===== src/common/sssc_defs.vh =====
`ifndef SSSC_DEFS_VH
`define SSSC_DEFS_VH
// setpoint and output values: signed tenths of a percent, 16 bits
`define SSSC_VAL_W 16
`define SSSC_VAL_MIN 16'shFF06
`define SSSC_VAL_MAX 16'sh04E2
`define SSSC_VAL_RST 16'sh0000
`define SSSC_OUT_OFF 16'shFF06
`define SSSC_CONTROL_TEMPLATE_SEL_A 8'h33
`define SSSC_CONTROL_TEMPLATE_SEL_B 8'h36
`define SSSC_CYCLE_NS 50000000
`define SSSC_CLK_NS 50
`define SSSC_CYCLE_CNT (`SSSC_CYCLE_NS / `SSSC_CLK_NS)
`define SSSC_DISP_ON 1'b0
`endif


===== src/hw/sssc_clamp.v =====
`timescale 1ns/10ps
`include "sssc_defs.vh"
module sssc_clamp (
  din,
  lim_en,
  lim_lo,
  lim_hi,
  dout
);
  input wire signed [15:0] din;
  input wire lim_en;
  input wire signed [15:0] lim_lo;
  input wire signed [15:0] lim_hi;
  output reg signed [15:0] dout;
  reg signed [15:0] t;
  always @* begin
    t = din;
    if (t < `SSSC_VAL_MIN) begin
      t = `SSSC_VAL_MIN;
    end
    if (t > `SSSC_VAL_MAX) begin
      t = `SSSC_VAL_MAX;
    end
    if (lim_en && t < lim_lo) begin
      t = lim_lo;
    end
    if (lim_en && t > lim_hi) begin
      t = lim_hi;
    end
    dout = t;
  end
endmodule // sssc_clamp


===== src/hw/sssc_sync2.v =====
`timescale 1ns/10ps
module sssc_sync2 #(
  parameter W = 1
) (
  mclk,
  d,
  q
);
  input wire mclk;
  input wire [W-1:0] d;
  output reg [W-1:0] q;
  reg [W-1:0] meta_r;
  always @(posedge mclk) begin
    meta_r <= d;
    q <= meta_r;
  end
endmodule // sssc_sync2


===== src/hw/sssc_top.v =====
// How it works
// selection only with template 51 or 54
// three inputs form binary setpoint index
// index one to seven means remote mode
// setpoints clamped to range and limiter
// standby request switches run and standby
// standby turns other outputs off
// standby indicator lit during standby
// standby outputs use heat/cool standby values
// leaving standby resumes from heat value
// communication and control mode unaffected
// edge inputs ignore levels at return
// standby request kept non-volatile
// standby aborts tuning, keeps constants
// display option blanks or keeps display
// other templates use local setpoint
// inputs sampled once per control cycle
`timescale 1ns/10ps
`include "sssc_defs.vh"
module sssc_top #(
  parameter CYCLE_CNT = `SSSC_CYCLE_CNT
) (
  mclk,
  sys_rst,
  control_template,
  setpoint_select_bit0,
  setpoint_select_bit1,
  setpoint_select_bit2,
  local_setpoint,
  stored_setpoints,
  sp_limit_en,
  sp_limit_lo,
  sp_limit_hi,
  standby_request_nv,
  standby_display_option,
  heat_standby_output,
  cool_standby_output,
  heat_computed,
  cool_computed,
  aux_outputs_in,
  edge_inputs_in,
  tuning_active,
  target_setpoint,
  remote_mode,
  control_output_heat,
  control_output_cool,
  aux_outputs,
  analog_retrans_off,
  standby_indicator,
  value_display_on,
  bumpless_load,
  edge_inputs_rise,
  tuning_abort,
  cycle_tick
);
  input wire mclk;
  input wire sys_rst;
  input wire [7:0] control_template;
  input wire setpoint_select_bit0;
  input wire setpoint_select_bit1;
  input wire setpoint_select_bit2;
  input wire signed [15:0] local_setpoint;
  // seven stored setpoints, setpoint n at bits 16n-1..16(n-1)
  input wire [111:0] stored_setpoints;
  input wire sp_limit_en;
  input wire signed [15:0] sp_limit_lo;
  input wire signed [15:0] sp_limit_hi;
  input wire standby_request_nv;
  input wire standby_display_option;
  input wire signed [15:0] heat_standby_output;
  input wire signed [15:0] cool_standby_output;
  input wire signed [15:0] heat_computed;
  input wire signed [15:0] cool_computed;
  input wire [7:0] aux_outputs_in;
  input wire [3:0] edge_inputs_in;
  input wire tuning_active;
  output reg signed [15:0] target_setpoint;
  output reg remote_mode;
  output reg signed [15:0] control_output_heat;
  output reg signed [15:0] control_output_cool;
  output reg [7:0] aux_outputs;
  output reg analog_retrans_off;
  output reg standby_indicator;
  output reg value_display_on;
  output reg bumpless_load;
  output reg [3:0] edge_inputs_rise;
  output reg tuning_abort;
  output reg cycle_tick;

  // ****************************************
  // input synchronisation and control cycle
  // ****************************************
  wire [2:0] sel_sync;
  wire standby_indicator_sync;
  wire [3:0] edge_sync;
  sssc_sync2 #(.W(8)) u_sync (
    .mclk(mclk),
    .d({edge_inputs_in, standby_request_nv, setpoint_select_bit2,
        setpoint_select_bit1, setpoint_select_bit0}),
    .q({edge_sync, standby_indicator_sync, sel_sync})
  );

  reg [31:0] cyc_cnt_r;
  wire tick = (cyc_cnt_r == CYCLE_CNT - 1);
  always @(posedge mclk) begin
    if (sys_rst) begin
      cyc_cnt_r <= 32'h00000000;
    end else if (tick) begin
      cyc_cnt_r <= 32'h00000000;
    end else begin
      cyc_cnt_r <= cyc_cnt_r + 32'h00000001;
    end
  end

  // ****************************************
  // setpoint selection
  // ****************************************
  // template gate
  wire control_template_ok = (control_template == `SSSC_CONTROL_TEMPLATE_SEL_A) ||
                 (control_template == `SSSC_CONTROL_TEMPLATE_SEL_B);
  reg [2:0] sel_r;
  reg standby_indicator_r;
  reg [3:0] edge_prev_r;
  // other templates force local
  // binary code, bit0 weight 1
  wire [2:0] sel_idx = control_template_ok ? sel_sync : 3'h0;
  // stored setpoints unpacked one by one
  wire signed [15:0] sp1 = stored_setpoints[15:0];
  wire signed [15:0] sp2 = stored_setpoints[31:16];
  wire signed [15:0] sp3 = stored_setpoints[47:32];
  wire signed [15:0] sp4 = stored_setpoints[63:48];
  wire signed [15:0] sp5 = stored_setpoints[79:64];
  wire signed [15:0] sp6 = stored_setpoints[95:80];
  wire signed [15:0] sp7 = stored_setpoints[111:96];
  reg signed [15:0] raw_sp;
  always @* begin
    raw_sp = local_setpoint;
    case (sel_r)
      3'h1: raw_sp = sp1;
      3'h2: raw_sp = sp2;
      3'h3: raw_sp = sp3;
      3'h4: raw_sp = sp4;
      3'h5: raw_sp = sp5;
      3'h6: raw_sp = sp6;
      3'h7: raw_sp = sp7;
      default: raw_sp = local_setpoint;
    endcase
  end
  wire signed [15:0] sp_clamped;
  // range and limiter clamp
  sssc_clamp u_sp_clamp (
    .din(raw_sp),
    .lim_en(sp_limit_en),
    .lim_lo(sp_limit_lo),
    .lim_hi(sp_limit_hi),
    .dout(sp_clamped)
  );
  wire signed [15:0] heat_sb;
  wire signed [15:0] cool_sb;
  // standby values kept in range
  sssc_clamp u_heat_clamp (
    .din(heat_standby_output),
    .lim_en(1'b0),
    .lim_lo(`SSSC_VAL_MIN),
    .lim_hi(`SSSC_VAL_MAX),
    .dout(heat_sb)
  );
  sssc_clamp u_cool_clamp (
    .din(cool_standby_output),
    .lim_en(1'b0),
    .lim_lo(`SSSC_VAL_MIN),
    .lim_hi(`SSSC_VAL_MAX),
    .dout(cool_sb)
  );

  // ****************************************
  // per cycle state
  // ****************************************
  // sample once per control cycle
  always @(posedge mclk) begin
    if (sys_rst) begin
      cycle_tick <= 1'b0;
    end else begin
      cycle_tick <= tick;
    end
  end

  // setpoint path runs in standby
  always @(posedge mclk) begin
    if (sys_rst) begin
      sel_r <= 3'h0;
      target_setpoint <= `SSSC_VAL_RST;
      remote_mode <= 1'b0;
    end else if (tick) begin
      sel_r <= sel_idx;
      target_setpoint <= sp_clamped;
      // stored setpoint means remote
      remote_mode <= (sel_r != 3'h0);
    end
  end

  // run/standby follows request
  // request comes from retained storage; reset clears the state to run and the first tick loads the request
  always @(posedge mclk) begin
    if (sys_rst) begin
      standby_indicator_r <= 1'b0;
      standby_indicator <= 1'b0;
    end else if (tick) begin
      standby_indicator_r <= standby_indicator_sync;
      // indicator tracks standby
      standby_indicator <= standby_indicator_sync;
    end
  end

  // one mclk pulses, raised only on a tick
  always @(posedge mclk) begin
    if (sys_rst) begin
      bumpless_load <= 1'b0;
      tuning_abort <= 1'b0;
    end else begin
      // abort tuning on entry
      tuning_abort <= tick && standby_indicator_sync && !standby_indicator_r && tuning_active;
      // resume from heat standby value
      bumpless_load <= tick && standby_indicator_r && !standby_indicator_sync;
    end
  end

  // edge inputs tracked through standby
  // levels held through standby are absorbed, so they cannot fire later
  always @(posedge mclk) begin
    if (sys_rst) begin
      edge_prev_r <= 4'h0;
      edge_inputs_rise <= 4'h0;
    end else begin
      edge_inputs_rise <= 4'h0;
      if (tick) begin
        edge_prev_r <= edge_sync;
        if (!standby_indicator_sync) begin
          edge_inputs_rise <= edge_sync & ~edge_prev_r;
        end
      end
    end
  end

  // control and other outputs
  always @(posedge mclk) begin
    if (sys_rst) begin
      control_output_heat <= `SSSC_OUT_OFF;
      control_output_cool <= `SSSC_OUT_OFF;
      aux_outputs <= 8'h00;
      analog_retrans_off <= 1'b0;
      value_display_on <= 1'b1;
    end else begin
      if (tick) begin
        if (standby_indicator_sync) begin
          // other outputs off
          // standby output values
          control_output_heat <= heat_sb;
          control_output_cool <= cool_sb;
          aux_outputs <= 8'h00;
          analog_retrans_off <= 1'b1;
          // display option
          value_display_on <= (standby_display_option == `SSSC_DISP_ON);
        end else begin
          control_output_heat <= standby_indicator_r ? heat_sb : heat_computed;
          control_output_cool <= standby_indicator_r ? cool_sb : cool_computed;
          aux_outputs <= aux_outputs_in;
          analog_retrans_off <= 1'b0;
          value_display_on <= 1'b1;
        end
      end
    end
  end
endmodule // sssc_top


===== config.mk =====
export PLATFORM = sky130hd
export DESIGN_NAME = sssc_top
export DESIGN_NICKNAME = d
export VERILOG_FILES = /design/src/hw/sssc_clamp.v /design/src/hw/sssc_sync2.v /design/src/hw/sssc_top.v
export VERILOG_INCLUDE_DIRS = /design/src /design/src/common
export SDC_FILE = /design/constraint.sdc
export NUM_CORES = 1
export LEC_CHECK = 0
export BUFFER_PORTS_ARGS = -buffer_cell sky130_fd_sc_hd__clkbuf_2
export CAP_MARGIN = 0
export CORE_MARGIN = 2
export CORE_UTILIZATION = 48
export DETAILED_ROUTE_END_ITERATION = 8
export GPL_ROUTABILITY_DRIVEN = 0
export PLACE_DENSITY = 0.85
export SETUP_SLACK_MARGIN = 0.2
export SLEW_MARGIN = 20
export SYNTH_ARGS = -nofsm -noshare
export SYNTH_HDL_FRONTEND = slang
export SYNTH_SLANG_ARGS = --single-unit

===== constraint.sdc =====
create_clock -name mclk -period 20.4 [get_ports mclk]
set_input_delay 4.08 -clock mclk [delete_from_list [all_inputs] [get_ports mclk]]
set_output_delay 4.08 -clock mclk [all_outputs]
set_load 0.05 [all_outputs]

* Yosys cells after proc, flatten, opt, wreduce, memory -nomap -nowiden
Index checks and enable logic that the tools add are counted.
Storage, ports and cells: output and inout port bits 67, logic and storage cells 70, input bits 253, register bits 122
Operators by class: bitwise operators 4, muxes and demuxes 17, add/subtract/negate cells 1, equal/unequal tests 10, $lt $le $gt $ge 8, reduce and logical (&&, ||, !) cells 13
Operator list (count):
- 2-to-1 mux 16 bit | 12
- one-hot mux 16 bit (7 select lines) | 1
- greater-than comparator 16 x 12 -> 1 bit (second input constant) | 3
- < comparator 16 x 9 -> 1 bit (second input constant) | 3
- adder 32 x 1 -> 32 bit (second input constant) | 1
- equality test 32 x 20 -> 1 bit (second input constant) | 1
- equality test 8 x 6 -> 1 bit (second input constant) | 2
- greater-than comparator 16 bit | 1
- < comparator 16 bit | 1
- equality test 3 bit (second input constant) | 4
- 2-to-1 mux 8 bit | 1
- logical AND 1 bit | 7
- equality test 3 x 2 -> 1 bit (second input constant) | 2
- bitwise AND 4 bit | 1
- inverter 4 bit | 1
- equality test 3 x 1 -> 1 bit (second input constant) | 1
- 2-to-1 mux 3 bit | 1
- nonzero test 3 bit | 1
- OR reduction 3 bit | 1
- logical NOT 1 bit | 2
- 2-to-1 mux 1 bit | 2
- inverter 1 bit | 2
- OR reduction 2 bit | 1
- logical OR 1 bit | 1

* Longest topological paths before layout
depth in word-level cells 12, mapped depth 37, depth with buffers taken out 31

* By module
From an unflattened synthesis, not the netlist that was laid out.
Second synthesis, totals: cell total of the unflattened synthesis 1336, area total of the unflattened synthesis 10869.2 sq um
By module, submodules not included:
- sssc_top | cells an instance 694, times used 1, sequential area each 2102.0 sq um, area each 5839.4 sq um
- sssc_clamp at u_cool_clamp ... | cells an instance 194, times used 2, sequential area each 0.0 sq um, area each 1491.4 sq um
- sssc_clamp at u_heat_clamp | cells an instance 238, times used 1, sequential area each 0.0 sq um, area each 1726.7 sq um
- sssc_sync2 | cells an instance 16, times used 1, sequential area each 320.3 sq um, area each 320.3 sq um

* Least setup slack after synthesis
Ideal clock, no wire load.
path kind input to register, start input stored_setpoints[20], end register target_setpoint[11], data required time 20.278 ns, setup slack 8.943 ns, arrival time 11.335 ns, stages on the path 32, library setup time 0.122 ns, buffers on the path 3, cell sequence or3b_2 > o21ai_0 > a221oi_1 > o21ai_0 > nor4_1 > or4b_2 > ha_1 > clkbuf_1 > clkinv_1 > o311ai_1 > nor2_1 > o31a_1 > nor3_1 > nand2_1 > ha_1 > o21ai_0 > o21ai_0 > a221o_1 > nand2_1 > a2111o_1 > o21ai_4 > buf_6 > mux2_2 > ha_1 > a21o_1 > a21oi_1 > nor3_1 > a2111o_1 > o21ai_1 > clkbuf_1 > nor3_1 > a221o_1
Between the ends: cells in the longest elaborated chain, start to end 11
Ends and longest elaborated chain:
- from (decl) | RTL line sssc_top.v:64 | input wire [111:0] stored_setpoints;
- one-hot mux 16 bit (7 select lines) (*) | RTL line sssc_top.v:138 | case (sel_r)
- < comparator 16 x 9 -> 1 bit (no source line)
- 2-to-1 mux 16 bit (*) | RTL line sssc_clamp.v:18 | if (t < `SSSC_VAL_MIN) begin
- greater-than comparator 16 x 12 -> 1 bit (no source line)
- 2-to-1 mux 16 bit (*) | RTL line sssc_clamp.v:21 | if (t > `SSSC_VAL_MAX) begin
- < comparator 16 bit | RTL line sssc_clamp.v:24 | if (lim_en && t < lim_lo) begin
- logical AND 1 bit | RTL line sssc_clamp.v:24
- 2-to-1 mux 16 bit (*) | RTL line sssc_clamp.v:24
- greater-than comparator 16 bit | RTL line sssc_clamp.v:27 | if (lim_en && t > lim_hi) begin
- logical AND 1 bit | RTL line sssc_clamp.v:27
- 2-to-1 mux 16 bit (*) | RTL line sssc_clamp.v:27
- to (signal assigned) | RTL line sssc_top.v:192 | target_setpoint <= `SSSC_VAL_RST;
- to (signal assigned) | RTL line sssc_top.v:196 | target_setpoint <= sp_clamped;
- to (decl) | RTL line sssc_top.v:77 | output reg signed [15:0] target_setpoint;
Every way passes the cells marked *; elsewhere a longest branch is shown, timed or not. A chain may end at the register's enable or synchronous reset.

* Worst setup path after layout
start input stored_setpoints[20], end register target_setpoint[8]
The elaborated chain is that of the path after synthesis.

==> results by group <==
Clock network
  • Total CTS buffers: 17
  • Htree depth: 4
  • Worst-path clk slew: 0.06 ns
  • Postcts setup bufs: 0
  • Clock latency on the worst-skew pair: a little over 0.4 ns
  • Root Driver: clkbuf_16
  • Sink Count: ~120
  • Post-CTS sizing: 0
  • CTS tree: built
  • Clock Path Buffers: 2
  • Post-cts hold buffer count: 0

Die
  • IO Pins: 320
  • FP Rows: 45
  • Die height: around 130 um
  • Die area: between 0.015 and 0.02 mm^2
  • Starting Density: about half
  • Core area: approximately 0.015 mm^2
  • Die width: between 100 and 150 um

Route
  • Total wire length: approximately 25000 um
  • Total number of vias: just over 8000
  • # DRC: 0
  • Initial DRC Count: 810
  • ANT nets after route: 0
  • 1st-pass router iterations: 5
  • Via-per-instance ratio: ~5.8
  • DR WL/cell: about 18 um

GRT
  • Pin count of the biggest net entering global routing: 50
  • GRT Util Overall: approximately 30%
  • Initial antenna violation count: 0
  • Total global routing overflow: 0
  • First-pass GRT wire length: 39000 um
  • Number of global-route vias before repair: between 7000 and 8000

Synth
  • Post-synth top area share: 32.2%
  • Number of synthesized flops with an enable pin: 0
  • Asr flop ratio synth: 0%
  • Synth Warn #: 0
  • Syn_area_per_cell: slightly above 8 um^2
  • Seq/Total Area, Yosys: approximately a third
  • Simple-Gate Fraction of Synth Area: between 20% and 30%
  • Top post-synthesis cells by area: dfxtp_1 32%, nor2_1 6.2%, ha_1 5.8%, mux2i_1 3.6%, nand2_1 3.1%
  • Top FF cell, synth: dfxtp_1
  • Syn nets: roughly 1200
  • Post-synthesis xor/xnor area fraction: between 3 and 4%
  • Post-Synth Adder-Cell Area: 5.82%
  • Cell variety after synth: 80
  • Mux share of post-synthesis cell area: under 10%
  • Synth Instances: ~900
  • Flops & latches, synth: 121
  • Main combinational cell family by area after synthesis: simple AND/OR/NAND/NOR gates
  • Synth Area in Compound Gates: a little over a fifth
  • Post-synth top area cell: dfxtp_1
  • Mapped Area: 0.00752 mm^2

Timing
  • Worst-Margin Slew: between 0.9 and 1 ns
  • Worst slew margin: a little over a third
  • Clk_skew: about 0.0081 ns
  • Fraction of the cycle the final worst path needs: between 60% and 70%
  • Max Slew Vio Count: 0
  • Endpoints failing setup: 0
  • RSZ-0062 raised after global routing: false
  • Worst setup margin: approximately 7.7 ns
  • Fmax: 78.7 MHz
  • Min Tclk post-route: between 10 and 15 ns
  • Final setup TNS: 0 ns
  • Fin. Hold Viols: 0

Finish
  • Layout Nets: roughly 1500
  • Share of post-route cells with drive strength above 1: between 30% and 40%
  • Multi-input logic area: around 0.0046 mm^2
  • Sequential cell area: between 0.002 and 0.0025 mm^2
  • N_diodes: 0
  • Commonest non-fill, non-tap cell in the layout: clkbuf_2
  • Commonest non-fill, non-tap cells in the layout: 319 x clkbuf_2, 122 x nor2_1, 120 x dfxtp_1
  • Design area: 0.00980 mm^2
  • Filler instances: 1297
  • Synth-to-layout area growth: 30.3%
  • Util after Layout: between 60% and 70%

Setup path
  • Crit path max fanout: 15
  • Critical Path AT: approximately 13 ns
  • CP Class: input pin to register
  • CP max-delay cell: or4b_2
  • R2r worst-path depth: 31
  • CP max stage delay: 0.64 ns
  • Worst R2R End: target_setpoint[8]$_SDFFE_PP0P_
  • Setup crit end kind: register
  • Flop-to-flop setup slack: about 10 ns
  • Worst EP required: between 20 and 25 ns
  • Most frequent CP cell: o21ai_0
  • Reg2reg start: sel_r[2]$_SDFFE_PP0P_
  • Critical path launch point type: input pin

Placement
  • Pre-CTS WS: between 7 and 8 ns
  • Cell Area, Placed: 0.00917 mm^2
  • I/O Buffers: between 300 and 400
  • Post-DP HPWL: roughly 20000 um

Power and ir drop
  • Pwr per Cell Area: around 66 mW/mm^2
  • Static Leak: 4.38 nW
  • Peak supply drop: roughly 80 uV

Hold path
  • Critical hold path startpoint: u_sync.meta_r[2]$_DFF_P_
  • Hold path depth: 0
  • Hold WC Path Type: register to register
  • Endpoint, Worst Hold: u_sync.q[2]$_DFF_P_

Outcome
  • Status: completed

Job
  • Maxcap violations: 0
-- per-layer routing --
layer	share of wire (%)	up-vias	wire [um]	track usage, %
li1	-	3947	-	-
met1	40	3878	10200	35.9
met2	49	413	12600	50.9
met3	7.3	66	1860	6.77
met4	3.2	0	807	11.6
met5	0	-	0	0
-- per-stage QoR --
step,hold slack [ns],power [mW],cells
after detailed placement,0.312,0.333,1398
after global routing,0.336,0.672,1430
after CTS,0.329,0.649,1430
final,0.327,0.646,1430
after floorplan,0.310,0.293,917
after global placement,0.310,0.330,1398
-- cell type report --
class                      instances  area share [%]
clock buffer                      18            4.48
clock inverter                    14            1.90
inverter                          52            1.99
multi-input combinational        687            47.3
sequential                       121            24.7
tap                              211            2.69
timing repair buffer             327            16.9
-- critical path, delay by kind of cell --
| family | cells | cell delay [ns] |
|---|---|---|
| AO/OA/AOI/OAI | 15 | 4.06 |
| adder cells (fa/ha/maj) | 3 | 1.07 |
| multiplexers | 1 | 0.32 |
| buffers and inverters | 4 | 0.78 |
| AND/OR/NAND/NOR | 9 | 2.71 |
-- sequential cells by signal, indices dropped and copies added (netlist names), 3 cells and up --
register and flops:
u_sync.meta_r 8, cyc_cnt_r 32, control_output_heat 16, control_output_cool 16, aux_outputs 8, edge_prev_r 4, edge_inputs_rise 4, target_setpoint 16
sel_r 3, u_sync.q 8
-- cell families (layout without fill, tap and decap cells) --
kind of cell	Yosys count	after routing
compound gates	213	213
xor+xnor	31	31
fa+ha+maj	35	35
buf+inv	109	411
flops	121	121
mux	42	42
simple gates	366	366
-- cell usage after synthesis (all sizes together) (12+ instances only) --
cell type  count
mux2i         27
nor2         124
nor4          13
and3          12
xnor2         17
xor2          14
nand4         17
o211ai        12
nand2         63
a211oi        14
a21oi         28
nand3         21
nand2b        16
mux2          15
ha            35
a22o          16
buf           26
nor3          37
o21ai         22
dfxtp        121
clkbuf        31
inv           50
-- power breakdown --
group / switching [mW] / internal, mW
sequential: 0.00115 / 0.239
combinational: 0.0485 / 0.0420
clock: 0.117 / 0.199
-- how the worst max path moves through the flow --
stage                                     from                          endpoint  slack (ns)  cells past startpoint
after global placement    stored_setpoints[20]  target_setpoint[13]$_SDFFE_PP0P_        7.79                     31
after detailed placement  stored_setpoints[20]   target_setpoint[2]$_SDFFE_PP0P_        7.53                     31
after global routing      stored_setpoints[20]   target_setpoint[8]$_SDFFE_PP0P_        7.16                     32
final                     stored_setpoints[20]   target_setpoint[8]$_SDFFE_PP0P_        7.69                     32
after floorplan           stored_setpoints[20]  target_setpoint[11]$_SDFFE_PP0P_        8.94                     32
after CTS                 stored_setpoints[20]   target_setpoint[2]$_SDFFE_PP0P_        7.95                     31
No activity file was read; power rests on OpenSTA's default activity.
